--- src/include/awrd_regs.svh ---
// Constants for the ALU and working register datapath.
// Assumes inclusion by the core, memory model and bench; definitions only.
`ifndef AWRD_REGS_SVH
`define AWRD_REGS_SVH
`define AWRD_INSN_W 12
`define AWRD_DATA_W 8
`define AWRD_ADDR_W 5
`define AWRD_PTR_W 10
`define AWRD_PTR_MASK_SMALL 10'h1FF
`define AWRD_PTR_MASK_LARGE 10'h3FF
`define AWRD_PTR_RESET 10'h000
`define AWRD_W_RESET 8'h00
`define AWRD_INDF_ADDR 5'h00
`define AWRD_PCL_ADDR 5'h02
`define AWRD_STATUS_ADDR 5'h03
`define AWRD_FSR_ADDR 5'h04
`define AWRD_FLAG_C 0
`define AWRD_FLAG_DIGIT 1
`define AWRD_FLAG_Z 2
`define AWRD_PHASE_CYCLE_NS 400
`define AWRD_CLK_NS 100
`define AWRD_PHASES (`AWRD_PHASE_CYCLE_NS / `AWRD_CLK_NS)
`endif

--- src/include/awrd_pkg.sv ---
// Types for the ALU and working register datapath.
// Assumes awrd_regs.svh widths.
package awrd_pkg;
   typedef enum logic [3:0]
   {
      AWRD_FIRST_PHASE = 4'h1,
      AWRD_SECOND_PHASE = 4'h2,
      AWRD_THIRD_PHASE = 4'h4,
      AWRD_FOURTH_PHASE = 4'h8
   } awrd_phase_t;

   // Operation class decoded from the low-level opcode fields
   typedef enum logic [3:0]
   {
      AWRD_OP_NOP = 4'h0,
      AWRD_OP_ADD = 4'h1,
      AWRD_OP_SUB = 4'h2,
      AWRD_OP_AND = 4'h3,
      AWRD_OP_IOR = 4'h4,
      AWRD_OP_XOR = 4'h5,
      AWRD_OP_MOV = 4'h6,
      AWRD_OP_COM = 4'h7,
      AWRD_OP_INC = 4'h8,
      AWRD_OP_DEC = 4'h9,
      AWRD_OP_RLF = 4'hA,
      AWRD_OP_RRF = 4'hB,
      AWRD_OP_CLR = 4'hC,
      AWRD_OP_SWP = 4'hD,
      AWRD_OP_GTO = 4'hE,
      AWRD_OP_MWL = 4'hF
   } awrd_op_t;
endpackage

--- src/core/alu_working_register_datapath.sv ---
// Fetch pipeline, 8-bit ALU, working accumulator and status flags.
// Assumes program memory answers a word in the same phase it is addressed,
// and the register file answers a read combinationally on its own data bus.
//
// Functional notes
// - Every instruction is one 12-bit word
// - One whole instruction fetched per cycle
// - Program and data buses are separate
// - Fetch of next overlaps current execute
// - One cycle each, flow changes take more
// - Program memory on chip, 512 or 1K
// - Special registers, pointer included, data-mapped
// - Registers reachable directly and indirectly
// - Any operation on any register
// - ALU is 8 bits: add, sub, shift, logic
// - Arithmetic is two's complement
// - Accumulator plus file register or literal
// - Single operand is a register; result to accumulator or register
// - Accumulator is 8-bit, not data-mapped
// - ALU updates carry, digit carry, zero
// - Subtract: carry means no borrow
// - Four phases; read second, write fourth
// - Pointer change flushes, takes two cycles
`timescale 1ns/1ns
`default_nettype none
`include "awrd_regs.svh"

module alu_working_register_datapath
   import awrd_pkg::*;
#(
   parameter bit LARGE_VARIANT = 1'b0
)
(
   input wire logic ref_clk,
   input wire logic reset,
   output logic [`AWRD_PTR_W-1:0] progAddr,
   input wire logic [`AWRD_INSN_W-1:0] progData,
   output logic [`AWRD_ADDR_W-1:0] dataAddr,
   input wire logic [`AWRD_DATA_W-1:0] dataRd,
   output logic [`AWRD_DATA_W-1:0] dataWr,
   output logic dataRdEn,
   output logic dataWrEn,
   output logic [`AWRD_DATA_W-1:0] workAcc,
   output logic carryFlag,
   output logic digit_carry_flag,
   output logic zeroFlag,
   output logic [`AWRD_PTR_W-1:0] instruction_pointer,
   output logic [3:0] phase
);
   localparam logic [`AWRD_PTR_W-1:0] PTR_MASK =
      LARGE_VARIANT ? `AWRD_PTR_MASK_LARGE : `AWRD_PTR_MASK_SMALL;

   typedef struct packed
   {
      awrd_phase_t ph;
      logic [`AWRD_PTR_W-1:0] ptr;
      logic [`AWRD_INSN_W-1:0] fetched;
      logic [`AWRD_INSN_W-1:0] ir;
      logic flush;
      logic [`AWRD_DATA_W-1:0] w;
      logic [`AWRD_DATA_W-1:0] fsr;
      logic [`AWRD_DATA_W-1:0] opnd;
      logic [`AWRD_DATA_W-1:0] res;
      logic resToFile;
      logic resToW;
      logic [`AWRD_ADDR_W-1:0] addr;
      logic c;
      logic digit;
      logic z;
      logic rdEn;
      logic wrEn;
      logic [`AWRD_DATA_W-1:0] wrData;
   } awrd_state_t;

   awrd_state_t st;
   awrd_state_t next_st;

   // Decode of the instruction in execute
   awrd_op_t op;
   logic useLit;
   logic destFile;
   logic setsC;
   logic setsDigit;
   logic setsZ;
   logic [`AWRD_ADDR_W-1:0] fileField;
   logic [`AWRD_DATA_W-1:0] litField;
   logic [`AWRD_DATA_W-1:0] aOp;
   logic [`AWRD_DATA_W-1:0] bOp;
   logic [`AWRD_DATA_W:0] sum;
   logic [4:0] nib;
   logic [`AWRD_DATA_W-1:0] aluOut;
   logic aluC;
   logic aluDigit;

   // Opcode layout: [11] literal flag, [10:8] literal op or [9:6] file op, [5] dest, [4:0] file or [7:0] literal
   always_comb
   begin
      fileField = st.ir[`AWRD_ADDR_W-1:0];
      litField = st.ir[`AWRD_DATA_W-1:0];
      destFile = st.ir[5];
      useLit = st.ir[11];
      op = AWRD_OP_NOP;
      if (st.ir[11])
      begin
         case (st.ir[10:8])
            3'h0: op = AWRD_OP_MWL;
            3'h1: op = AWRD_OP_IOR;
            3'h2: op = AWRD_OP_AND;
            3'h3: op = AWRD_OP_XOR;
            3'h4: op = AWRD_OP_ADD;
            3'h5: op = AWRD_OP_SUB;
            3'h6: op = AWRD_OP_GTO;
            default: op = AWRD_OP_GTO;
         endcase
      end
      else if (st.ir[10:6] != 5'h00)
      begin
         op = awrd_op_t'(st.ir[9:6]);
      end
      setsC = op inside {AWRD_OP_ADD, AWRD_OP_SUB, AWRD_OP_RLF, AWRD_OP_RRF};
      setsDigit = op inside {AWRD_OP_ADD, AWRD_OP_SUB};
      setsZ = !(op inside {AWRD_OP_NOP, AWRD_OP_MOV, AWRD_OP_MWL, AWRD_OP_GTO,
                           AWRD_OP_RLF, AWRD_OP_RRF, AWRD_OP_SWP});
   end

   // ALU: accumulator against file operand or literal
   always_comb
   begin
      aOp = st.w;
      bOp = useLit ? litField : st.opnd;
      sum = '0;
      nib = '0;
      aluOut = '0;
      aluC = st.c;
      aluDigit = st.digit;
      case (op)
         AWRD_OP_ADD:
         begin
            sum = {1'b0, bOp} + {1'b0, aOp};
            nib = {1'b0, bOp[3:0]} + {1'b0, aOp[3:0]};
            aluOut = sum[`AWRD_DATA_W-1:0];
            aluC = sum[`AWRD_DATA_W];
            aluDigit = nib[4];
         end
         AWRD_OP_SUB:
         begin
            // Two's complement: b + ~a + 1; carry high means no borrow
            sum = {1'b0, bOp} + {1'b0, ~aOp} + 9'h001;
            nib = {1'b0, bOp[3:0]} + {1'b0, ~aOp[3:0]} + 5'h01;
            aluOut = sum[`AWRD_DATA_W-1:0];
            aluC = sum[`AWRD_DATA_W];
            aluDigit = nib[4];
         end
         AWRD_OP_AND: aluOut = aOp & bOp;
         AWRD_OP_IOR: aluOut = aOp | bOp;
         AWRD_OP_XOR: aluOut = aOp ^ bOp;
         AWRD_OP_MOV: aluOut = bOp;
         AWRD_OP_MWL: aluOut = litField;
         AWRD_OP_COM: aluOut = ~bOp;
         AWRD_OP_INC: aluOut = bOp + 8'h01;
         AWRD_OP_DEC: aluOut = bOp - 8'h01;
         AWRD_OP_RLF:
         begin
            aluOut = {bOp[`AWRD_DATA_W-2:0], st.c};
            aluC = bOp[`AWRD_DATA_W-1];
         end
         AWRD_OP_RRF:
         begin
            aluOut = {st.c, bOp[`AWRD_DATA_W-1:1]};
            aluC = bOp[0];
         end
         AWRD_OP_CLR: aluOut = 8'h00;
         AWRD_OP_SWP: aluOut = {bOp[3:0], bOp[7:4]};
         default: aluOut = aOp;
      endcase
   end

   always_comb
   begin
      next_st = st;
      next_st.rdEn = 1'b0;
      next_st.wrEn = 1'b0;
      case (st.ph)
         AWRD_FIRST_PHASE:
         begin
            // Latch fetched word; flushed slot runs as no-op
            next_st.ir = st.flush ? 12'h000 : st.fetched;
            next_st.flush = 1'b0;
            // A flushed slot keeps the pointer, so the reset or branch target is fetched next
            if (st.flush)
            begin
               next_st.ptr = st.ptr;
            end
            else
            begin
               next_st.ptr = (st.ptr + 10'h001) & PTR_MASK;
            end
            next_st.ph = AWRD_SECOND_PHASE;
         end
         AWRD_SECOND_PHASE:
         begin
            // Indirect access goes through the select register
            next_st.addr = (fileField == `AWRD_INDF_ADDR) ?
               st.fsr[`AWRD_ADDR_W-1:0] : fileField;
            // Literal ops and no-ops leave the data bus idle
            next_st.rdEn = !useLit && op != AWRD_OP_NOP;
            next_st.ph = AWRD_THIRD_PHASE;
         end
         AWRD_THIRD_PHASE:
         begin
            if (st.addr == `AWRD_STATUS_ADDR)
            begin
               next_st.opnd = {dataRd[7:3], st.z, st.digit, st.c};
            end
            else if (st.addr == `AWRD_FSR_ADDR)
            begin
               next_st.opnd = st.fsr;
            end
            else if (st.addr == `AWRD_PCL_ADDR)
            begin
               next_st.opnd = st.ptr[`AWRD_DATA_W-1:0];
            end
            else
            begin
               next_st.opnd = dataRd;
            end
            next_st.ph = AWRD_FOURTH_PHASE;
         end
         AWRD_FOURTH_PHASE:
         begin
            next_st.fetched = progData;
            next_st.res = aluOut;
            next_st.resToFile = destFile && !useLit && op != AWRD_OP_NOP;
            next_st.resToW = (useLit || !destFile) && op != AWRD_OP_NOP && op != AWRD_OP_GTO;
            if (setsC)
            begin
               next_st.c = aluC;
            end
            if (setsDigit)
            begin
               next_st.digit = aluDigit;
            end
            if (setsZ)
            begin
               next_st.z = (aluOut == 8'h00);
            end
            if (op == AWRD_OP_GTO)
            begin
               next_st.ptr = {2'b00, litField} & PTR_MASK;
               next_st.flush = 1'b1;
            end
            if (destFile && !useLit && op != AWRD_OP_NOP)
            begin
               next_st.wrEn = 1'b1;
               next_st.wrData = aluOut;
               if (st.addr == `AWRD_FSR_ADDR)
               begin
                  next_st.fsr = aluOut;
               end
               if (st.addr == `AWRD_PCL_ADDR)
               begin
                  next_st.ptr = {st.ptr[`AWRD_PTR_W-1:`AWRD_DATA_W], aluOut} & PTR_MASK;
                  next_st.flush = 1'b1;
               end
            end
            else if (next_st.resToW)
            begin
               next_st.w = aluOut;
            end
            next_st.ph = AWRD_FIRST_PHASE;
         end
         default: next_st.ph = AWRD_FIRST_PHASE;
      endcase
   end

   always_ff @(posedge ref_clk)
   begin
      if (reset)
      begin
         st <= '0;
         st.ph <= AWRD_FIRST_PHASE;
         st.ptr <= `AWRD_PTR_RESET;
         st.w <= `AWRD_W_RESET;
         st.flush <= 1'b1;
      end
      else
      begin
         st <= next_st;
      end
   end

   always_comb
   begin
      progAddr = st.ptr;
      dataAddr = st.addr;
      dataWr = st.wrData;
      dataRdEn = st.rdEn;
      dataWrEn = st.wrEn;
      workAcc = st.w;
      carryFlag = st.c;
      digit_carry_flag = st.digit;
      zeroFlag = st.z;
      instruction_pointer = st.ptr;
      phase = st.ph;
   end

   AST_PHASE_ROTATES: assert property (@(posedge ref_clk) disable iff (reset)
      st.ph == AWRD_FIRST_PHASE |=> st.ph == AWRD_SECOND_PHASE ##1 st.ph == AWRD_THIRD_PHASE
      ##1 st.ph == AWRD_FOURTH_PHASE)
      else $error("phase sequence broken");
   AST_READ_SECOND: assert property (@(posedge ref_clk) disable iff (reset)
      dataRdEn |-> $past(st.ph) == AWRD_SECOND_PHASE)
      else $error("data read outside second phase");
   AST_WRITE_FOURTH: assert property (@(posedge ref_clk) disable iff (reset)
      dataWrEn |-> $past(st.ph) == AWRD_FOURTH_PHASE)
      else $error("data write outside fourth phase");
   AST_PTR_STEP: assert property (@(posedge ref_clk) disable iff (reset)
      st.ph == AWRD_FIRST_PHASE && !st.flush |=> st.ptr == (($past(st.ptr) + 10'h001) & PTR_MASK))
      else $error("pointer did not advance");
   AST_PTR_HOLD: assert property (@(posedge ref_clk) disable iff (reset)
      st.ph == AWRD_FIRST_PHASE && st.flush |=> st.ptr == $past(st.ptr))
      else $error("pointer moved in flushed slot");
   AST_ZERO_FLAG: assert property (@(posedge ref_clk) disable iff (reset)
      st.ph == AWRD_FOURTH_PHASE && setsZ && !(destFile && !useLit) |=> zeroFlag == (workAcc == 8'h00))
      else $error("zero flag mismatch");
   AST_ZERO_FILE: assert property (@(posedge ref_clk) disable iff (reset)
      st.ph == AWRD_FOURTH_PHASE && setsZ && destFile && !useLit |=> zeroFlag == (dataWr == 8'h00))
      else $error("zero flag mismatch on file result");
   AST_FLUSH: assert property (@(posedge ref_clk) disable iff (reset)
      st.ph == AWRD_FOURTH_PHASE && op == AWRD_OP_GTO |-> ##1 st.ph == AWRD_FIRST_PHASE ##1 st.ir == 12'h000)
      else $error("branch did not flush");
   AST_SUB_BORROW: assert property (@(posedge ref_clk) disable iff (reset)
      st.ph == AWRD_FOURTH_PHASE && op == AWRD_OP_SUB |=> carryFlag == ($past(bOp) >= $past(st.w)))
      else $error("borrow flag wrong");
   AST_W_HOLD: assert property (@(posedge ref_clk) disable iff (reset)
      st.ph != AWRD_FOURTH_PHASE |=> workAcc == $past(workAcc))
      else $error("accumulator changed outside fourth phase");
   AST_FETCH_LATCH: assert property (@(posedge ref_clk) disable iff (reset)
      st.ph == AWRD_FOURTH_PHASE |=> st.fetched == $past(progData))
      else $error("fetch not latched");
   COV_ADD: cover property (@(posedge ref_clk) st.ph == AWRD_FOURTH_PHASE && op == AWRD_OP_ADD && aluC);
   COV_SUB: cover property (@(posedge ref_clk) st.ph == AWRD_FOURTH_PHASE && op == AWRD_OP_SUB && !aluC);
   COV_BRANCH: cover property (@(posedge ref_clk) st.ph == AWRD_FOURTH_PHASE && op == AWRD_OP_GTO);
   COV_INDIRECT: cover property (@(posedge ref_clk) st.ph == AWRD_SECOND_PHASE && fileField == `AWRD_INDF_ADDR);
   COV_FILE_WRITE: cover property (@(posedge ref_clk) st.ph == AWRD_FOURTH_PHASE && destFile && !useLit);
endmodule
`default_nettype wire

--- config.mk ---
export PLATFORM = sky130hd
export DESIGN_NAME = alu_working_register_datapath
export DESIGN_NICKNAME = d
export VERILOG_FILES = /design/src/include/awrd_pkg.sv /design/src/core/alu_working_register_datapath.sv
export VERILOG_INCLUDE_DIRS = /design/src /design/src/include
export SDC_FILE = /design/constraint.sdc
export NUM_CORES = 1
export LEC_CHECK = 0
export ABC_AREA = 1
export BUFFER_PORTS_ARGS = -buffer_cell sky130_fd_sc_hd__buf_2
export CORE_ASPECT_RATIO = 0.8
export CORE_MARGIN = 4
export CORE_UTILIZATION = 60
export DETAILED_ROUTE_END_ITERATION = 10
export PLACE_DENSITY = 0.93
export SLEW_MARGIN = 25
export SYNTH_ARGS = -nofsm -noshare
export SYNTH_HDL_FRONTEND = slang
export SYNTH_SLANG_ARGS = --single-unit
--- constraint.sdc ---
create_clock -name ref_clk -period 3.8 [get_ports ref_clk]
set_input_delay 0.57 -clock ref_clk [delete_from_list [all_inputs] [get_ports ref_clk]]
set_output_delay 0.57 -clock ref_clk [all_outputs]
set_load 0.005 [all_outputs]
**Yosys cells after proc, flatten, opt, wreduce, memory -nomap -nowiden**

Cells that the tools add are included.

- Flip-flop bits (word level): 81
- Latch bits: 0
- RAM bits: 0
- ROM bits: 0
- Input bits: 22
- Memories kept: 0

- Add/sub/neg operators: 9
- Multiply operators: 0
- Divide/modulo/power cells: 0
- Order comparisons: 0
- Equality and inequality tests: 30
- Shift operators: 0
- Mux-type cells: 23
- Bitwise logic cells: 10
- Reduce and logical (&&, ||, !) cells: 28

Operators by type and width:

| operator | number |
|---|---|
| $pmux 8 s14 | 1 |
| $mux 10 | 4 |
| $eq 4x4->1 const B | 9 |
| $mux 8 | 4 |
| $pmux 4 s6 | 1 |
| $eq 4x3->1 const B | 5 |
| $pmux 10 s2 | 1 |
| $add 8x8->9 | 2 |
| $add 9x1->9 const B | 2 |
| $not 8->8 | 2 |
| $eq 4x2->1 const B | 3 |
| $mux 12 | 1 |
| $pmux 4 s3 | 1 |
| $add 4x4->5 | 2 |
| $eq 5x2->1 const B | 2 |
| $reduce_and 2->1 | 5 |
| $mux 9 | 1 |
| $reduce_and 3->1 | 3 |
| $add 8x1->8 const B | 1 |
| $and 8x8->8 | 1 |
| $eq 4x1->1 const B | 2 |
| $logic_not 8->1 | 1 |
| $mux 4 | 2 |
| $or 8x8->8 | 1 |
| other kinds (27) | 43 |

**Logic depth before layout (Yosys ltp)**

- Depth after elaboration: 8
- Mapped depth: 24
- Gate-level depth less buffers: 24

**Worst setup path before layout**

Ideal clock, no wire load.

- Path kind: flip-flop to flip-flop
- Start point: register st[64] (netlist bit)
- End point: register st (netlist bit zeroFlag)
- Data arrival time: 2.667 ns
- Data required time: 3.729 ns
- Path slack: 1.062 ns
- Cell stages (with the launch flop): 20
- Clock period less this slack: 2.738 ns
- Cell sequence: dfxtp_1 > buf_6 > buf_6 > o21ai_2 > inv_1 > ha_1 > fa_1 > nand3_1 > nand3_1 > xor2_1 > o22ai_1 > nor2_1 > nand3_1 > nor2_1 > nand2_1 > nand2_1 > nand2_1 > nor2_1 > nand4_1 > a21oi_1

- Cells in the longest elaborated chain, start to end: 5

Ends and longest elaborated chain:

| what | line | text |
|---|---|---|
| start: declaration | alu_working_register_datapath.sv:75 | `awrd_state_t st;` |
| start signal: assignment | alu_working_register_datapath.sv:288 | `st <= next_st;` |
| $mux 8 or $mux 4 (tied branches) | alu_working_register_datapath.sv:130, alu_working_register_datapath.sv:103 |  |
| $add 8x8->9, or another cell as far along | alu_working_register_datapath.sv:148 | `sum = {1'b0, bOp} + {1'b0, ~aOp} + 9'h001;` |
| $add 9x1->9 or $reduce_bool 7->1 (tied branches) | alu_working_register_datapath.sv:148, alu_working_register_datapath.sv:122 |  |
| $pmux 8 s14 or $not 1->1 (tied branches) | - |  |
| $logic_not 8->1 or $reduce_and 2->1 (tied branches) | - |  |

Parallel ways exist; a longest one is shown, timed or not.
A chain may end at the register's enable or synchronous reset.

**Final worst setup path**

- Start point: register st[64] (netlist bit)
- End point: register st (netlist bit carryFlag)

- Cells in the longest elaborated chain, start to end: 4

Ends and longest elaborated chain:

| what | line |
|---|---|
| $mux 8 or $mux 4 (tied branches) | alu_working_register_datapath.sv:130, alu_working_register_datapath.sv:103 |
| $add 8x8->9, or another cell as far along | alu_working_register_datapath.sv:148 |
| $add 9x1->9 or $reduce_bool 4->1 (tied branches) | - |
| $pmux 1 s4 or $reduce_and 2->1 (tied branches) | - |

Parallel ways exist; a longest one is shown, timed or not.

==> impl_metrics.py <==
metrics = {
    "synthesis": {
        "synthFlopType": "dfxtp_1",
        "netlist_area_um2": 6290,
        "synth_edf_count": 0,
        "synth_top_family_by_area": "simple AND/OR/NAND/NOR gates",
        "synth_xor_area_frac": 0.00696,
        "yosys.area_share.simple": 0.316,
        "syn_nets": 1036,
        "synth-compound-area-share": 0.197,
        "netlist.area_leader.share": 0.258,
        "synth.area.top_cells": "dfxtp_1, nand2_1, o21ai_0, inv_1, ha_1",
        "yosysSeqAreaShare": 0.258,
        "ys_warn_count": 0,
        "async_flop_share": 0,
        "synth-seq-cells": 81,
        "yosys-mux-area-fraction": 0.00159,
        "synth_fa_ha_area_frac": 0.0720,
        "syn-instance-count": 979,
        "synth_area_leader_cell": "dfxtp_1",
        "synth_cell_types": 47,
        "avgSynthCellArea_um2": 6.42,
    },
    "timing": {
        "max_freq_mhz": 293,
        "hold_viol_final": 0,
        "fin_skew_ns": 0.00499,
        "drv_slew": 0,
        "setup_viol": 0,
        "fin_crit_sh": 0.899,
        "period_minus_slack_ns": 3.42,
        "rsz0062_at_grt": "false",
        "relSlewSlack": 0.494,
        "worst_slew_pin_slew_ns": 0.758,
        "fin_tns_setup_ns": 0,
    },
    "floorplanning": {
        "core_um2": 10200,
        "chipHeight_um": 99.6,
        "rows": 33,
        "io_pins": 72,
        "start_util": 0.614,
        "die_area_um2": 12200,
        "die_w_um": 122,
    },
    "setup_path": {
        "path_cells": "buf_4, nand2_1, o21ai_2, inv_1, fa_1, a21oi_1, o21ai_0, nand2_1, a21oi_1, o21ai_0, a21oi_1, o21ai_0, o2111ai_1, mux2i_1, nor2_1",
        "start_kind": "register",
        "cp_max_fo": 20,
        "slowest_delay_ns": 0.50,
        "worst_setup_path_end_kind": "register",
        "criticalPathCategory": "reg2reg",
        "ff2ff_setup_slack_ns": 0.38,
        "critPathSlowestCell": "dfxtp_1",
        "crit_arrival_ns": 3.63,
        "cp.required_ns": 4.01,
    },
    "detailed_routing": {
        "via_per_inst": 5.88,
        "wl_um": 19500,
        "drt_iter0_drc": 1002,
        "vias": 6728,
        "drcViolationCount": 0,
        "firstDrtPassIters": 8,
        "ant_nets": 0,
        "wl_per_cell_um": 17.0,
    },
    "outcome": {
        "status": "finished, final reports clean",
    },
    "cts": {
        "cts_resized": 0,
        "cts.sinks": 81,
        "insertion_delay_ns": 0.34,
        "postCtsSetupBuffers": 0,
        "cts_buffer_depth": 2,
        "cts.clk_slew.worst_paths_ns": 0.06,
        "h-tree-depth": 3,
        "cts_tree": "done",
        "cts_root_buffer": "clkbuf_16",
        "numCtsBuffers": 9,
        "hold_buffers": 0,
    },
    "pwr": {
        "total_power_mw": 2.00,
        "p_leak_nw": 3.14,
        "pwr_density_cell_nw_per_um2": 298,
        "ir_worst_vdd_uv": 309,
    },
    "cells_and_area": {
        "layoutNonFillerInstCount": 1144,
        "drive_gt1_frac": 0.147,
        "area_delta_synth_final_pct": 6.45,
        "final_core_util": 0.654,
        "final_nets": 1056,
        "diodes": 0,
        "fillers": 915,
    },
    "global_routing": {
        "antenna_found_initial": 0,
        "grt_pass1_wl_um": 30400,
        "overflow": 0,
        "first_global_vias": 5841,
        "grt_max_degree": 43,
        "grt_use_total": 0.317,
    },
    "place": {
        "dp_cells": 1128,
        "dp_hpwl_um": 14600,
        "io_buffers": 71,
        "place_congestion": 1.03,
    },
    "worst_hold_path": {
        "hold_class": "in2reg",
    },
    "flow_run": {
        "maxCapViolCount": 0,
    },
}
==> critical path: cells and delay by family, from the launching register on <==
kind	cells	cell delay, ns
AO/OA/AOI/OAI	8	1.31
multiplexers	1	0.15
buffers and inverters	2	0.54
flip-flops	1	0.50
AND/OR/NAND/NOR	3	0.27
adder cells (fa/ha/maj)	1	0.50
==> per-layer routing <==
| layer | part of all wire | vias up | GRT usage |
|---|---|---|---|
| li1 | - | 3200 | - |
| met1 | 0.42 | 2996 | 0.458 |
| met4 | 0.028 | 0 | 0.0955 |
| met2 | 0.42 | 461 | 0.464 |
| met3 | 0.13 | 71 | 0.0802 |
| met5 | 0 | - | 0 |
==> final timing paths <==
kind	to	cells after the start	from
worst max-delay path	carryFlag	15	st[64]
worst min-delay path	st[66]	3	progData[1]
worst max register to register	carryFlag	15	st[64]
worst min register to register	fileField[2]	2	fileField[2]
==> through the flow <==
step           worst slack (ns)  cell area (um2)  hold slack [ns]
3_3_place_gp              0.601             6430            0.440
5_1_grt                   0.124             6690            0.454
6_report                  0.383             6690            0.447
2_1_floorplan              1.06             6290            0.435
4_1_cts                   0.470             6690            0.447
3_5_place_dp              0.503             6430            0.446
==> state kept, by name, summed over array words and instances (netlist names), 2 cells and up <==
signal	cells
workAcc	8
phase	4
fileField	5
dataWr	8
st	33
litField	2
dataAddr	5
instruction_pointer	10
==> cell type report <==
class	instances	area (um2)	area share
well taps	140	175	0.0262
inverters	122	460	0.0688
clock buffers	12	236	0.0353
multi-input cells	704	3740	0.559
repair buffers	81	430	0.0643
flip-flops and latches	81	1620	0.242
clock inverters	4	30.0	0.00449
==> cell usage in the layout, fill, tap and decap left out, types with 5 or more instances in the layout <==
master / instances
nor3_1: 12
a31oi_1: 14
inv_2: 7
nand2_1: 211
nand3_1: 62
clkbuf_16: 9
dfxtp_1: 81
nor2_1: 100
nand2_2: 11
nand2_4: 5
buf_2: 71
a21oi_1: 78
buf_4: 10
inv_1: 113
o21ai_0: 97
o211ai_1: 6
o21ai_2: 5
o22ai_1: 10
ha_1: 33
nor2_2: 8
==> logic make-up (layout without fill, tap and decap cells) <==
| family | Yosys count | count (layout) |
|---|---|---|
| muxes | 1 | 1 |
| adders and majority gates | 35 | 35 |
| DFF | 81 | 81 |
| and+or+nand+nor | 437 | 437 |
| xor gates and xnor gates | 5 | 5 |
| buffers and inverters | 194 | 219 |
| AOI/OAI and AO/OA | 226 | 226 |
==> synthesized netlist by cell type, types with 6 or more instances <==
cell,count
nand2_1,211
inv_1,114
nor2_1,100
o21ai_0,97
dfxtp_1,81
a21oi_1,78
nand3_1,62
buf_4,47
ha_1,33
clkbuf_1,20
a31oi_1,14
nor3_1,13
nand2_2,11
o22ai_1,10
nor2_2,8
inv_2,6
o211ai_1,6
==> power breakdown <==
part	internal, mW	switching, mW	total, mW
combinational	0.104	0.187	0.291
sequential	0.881	0.0362	0.918
clock	0.443	0.345	0.788
No activity file was read; power rests on OpenSTA's default activity.
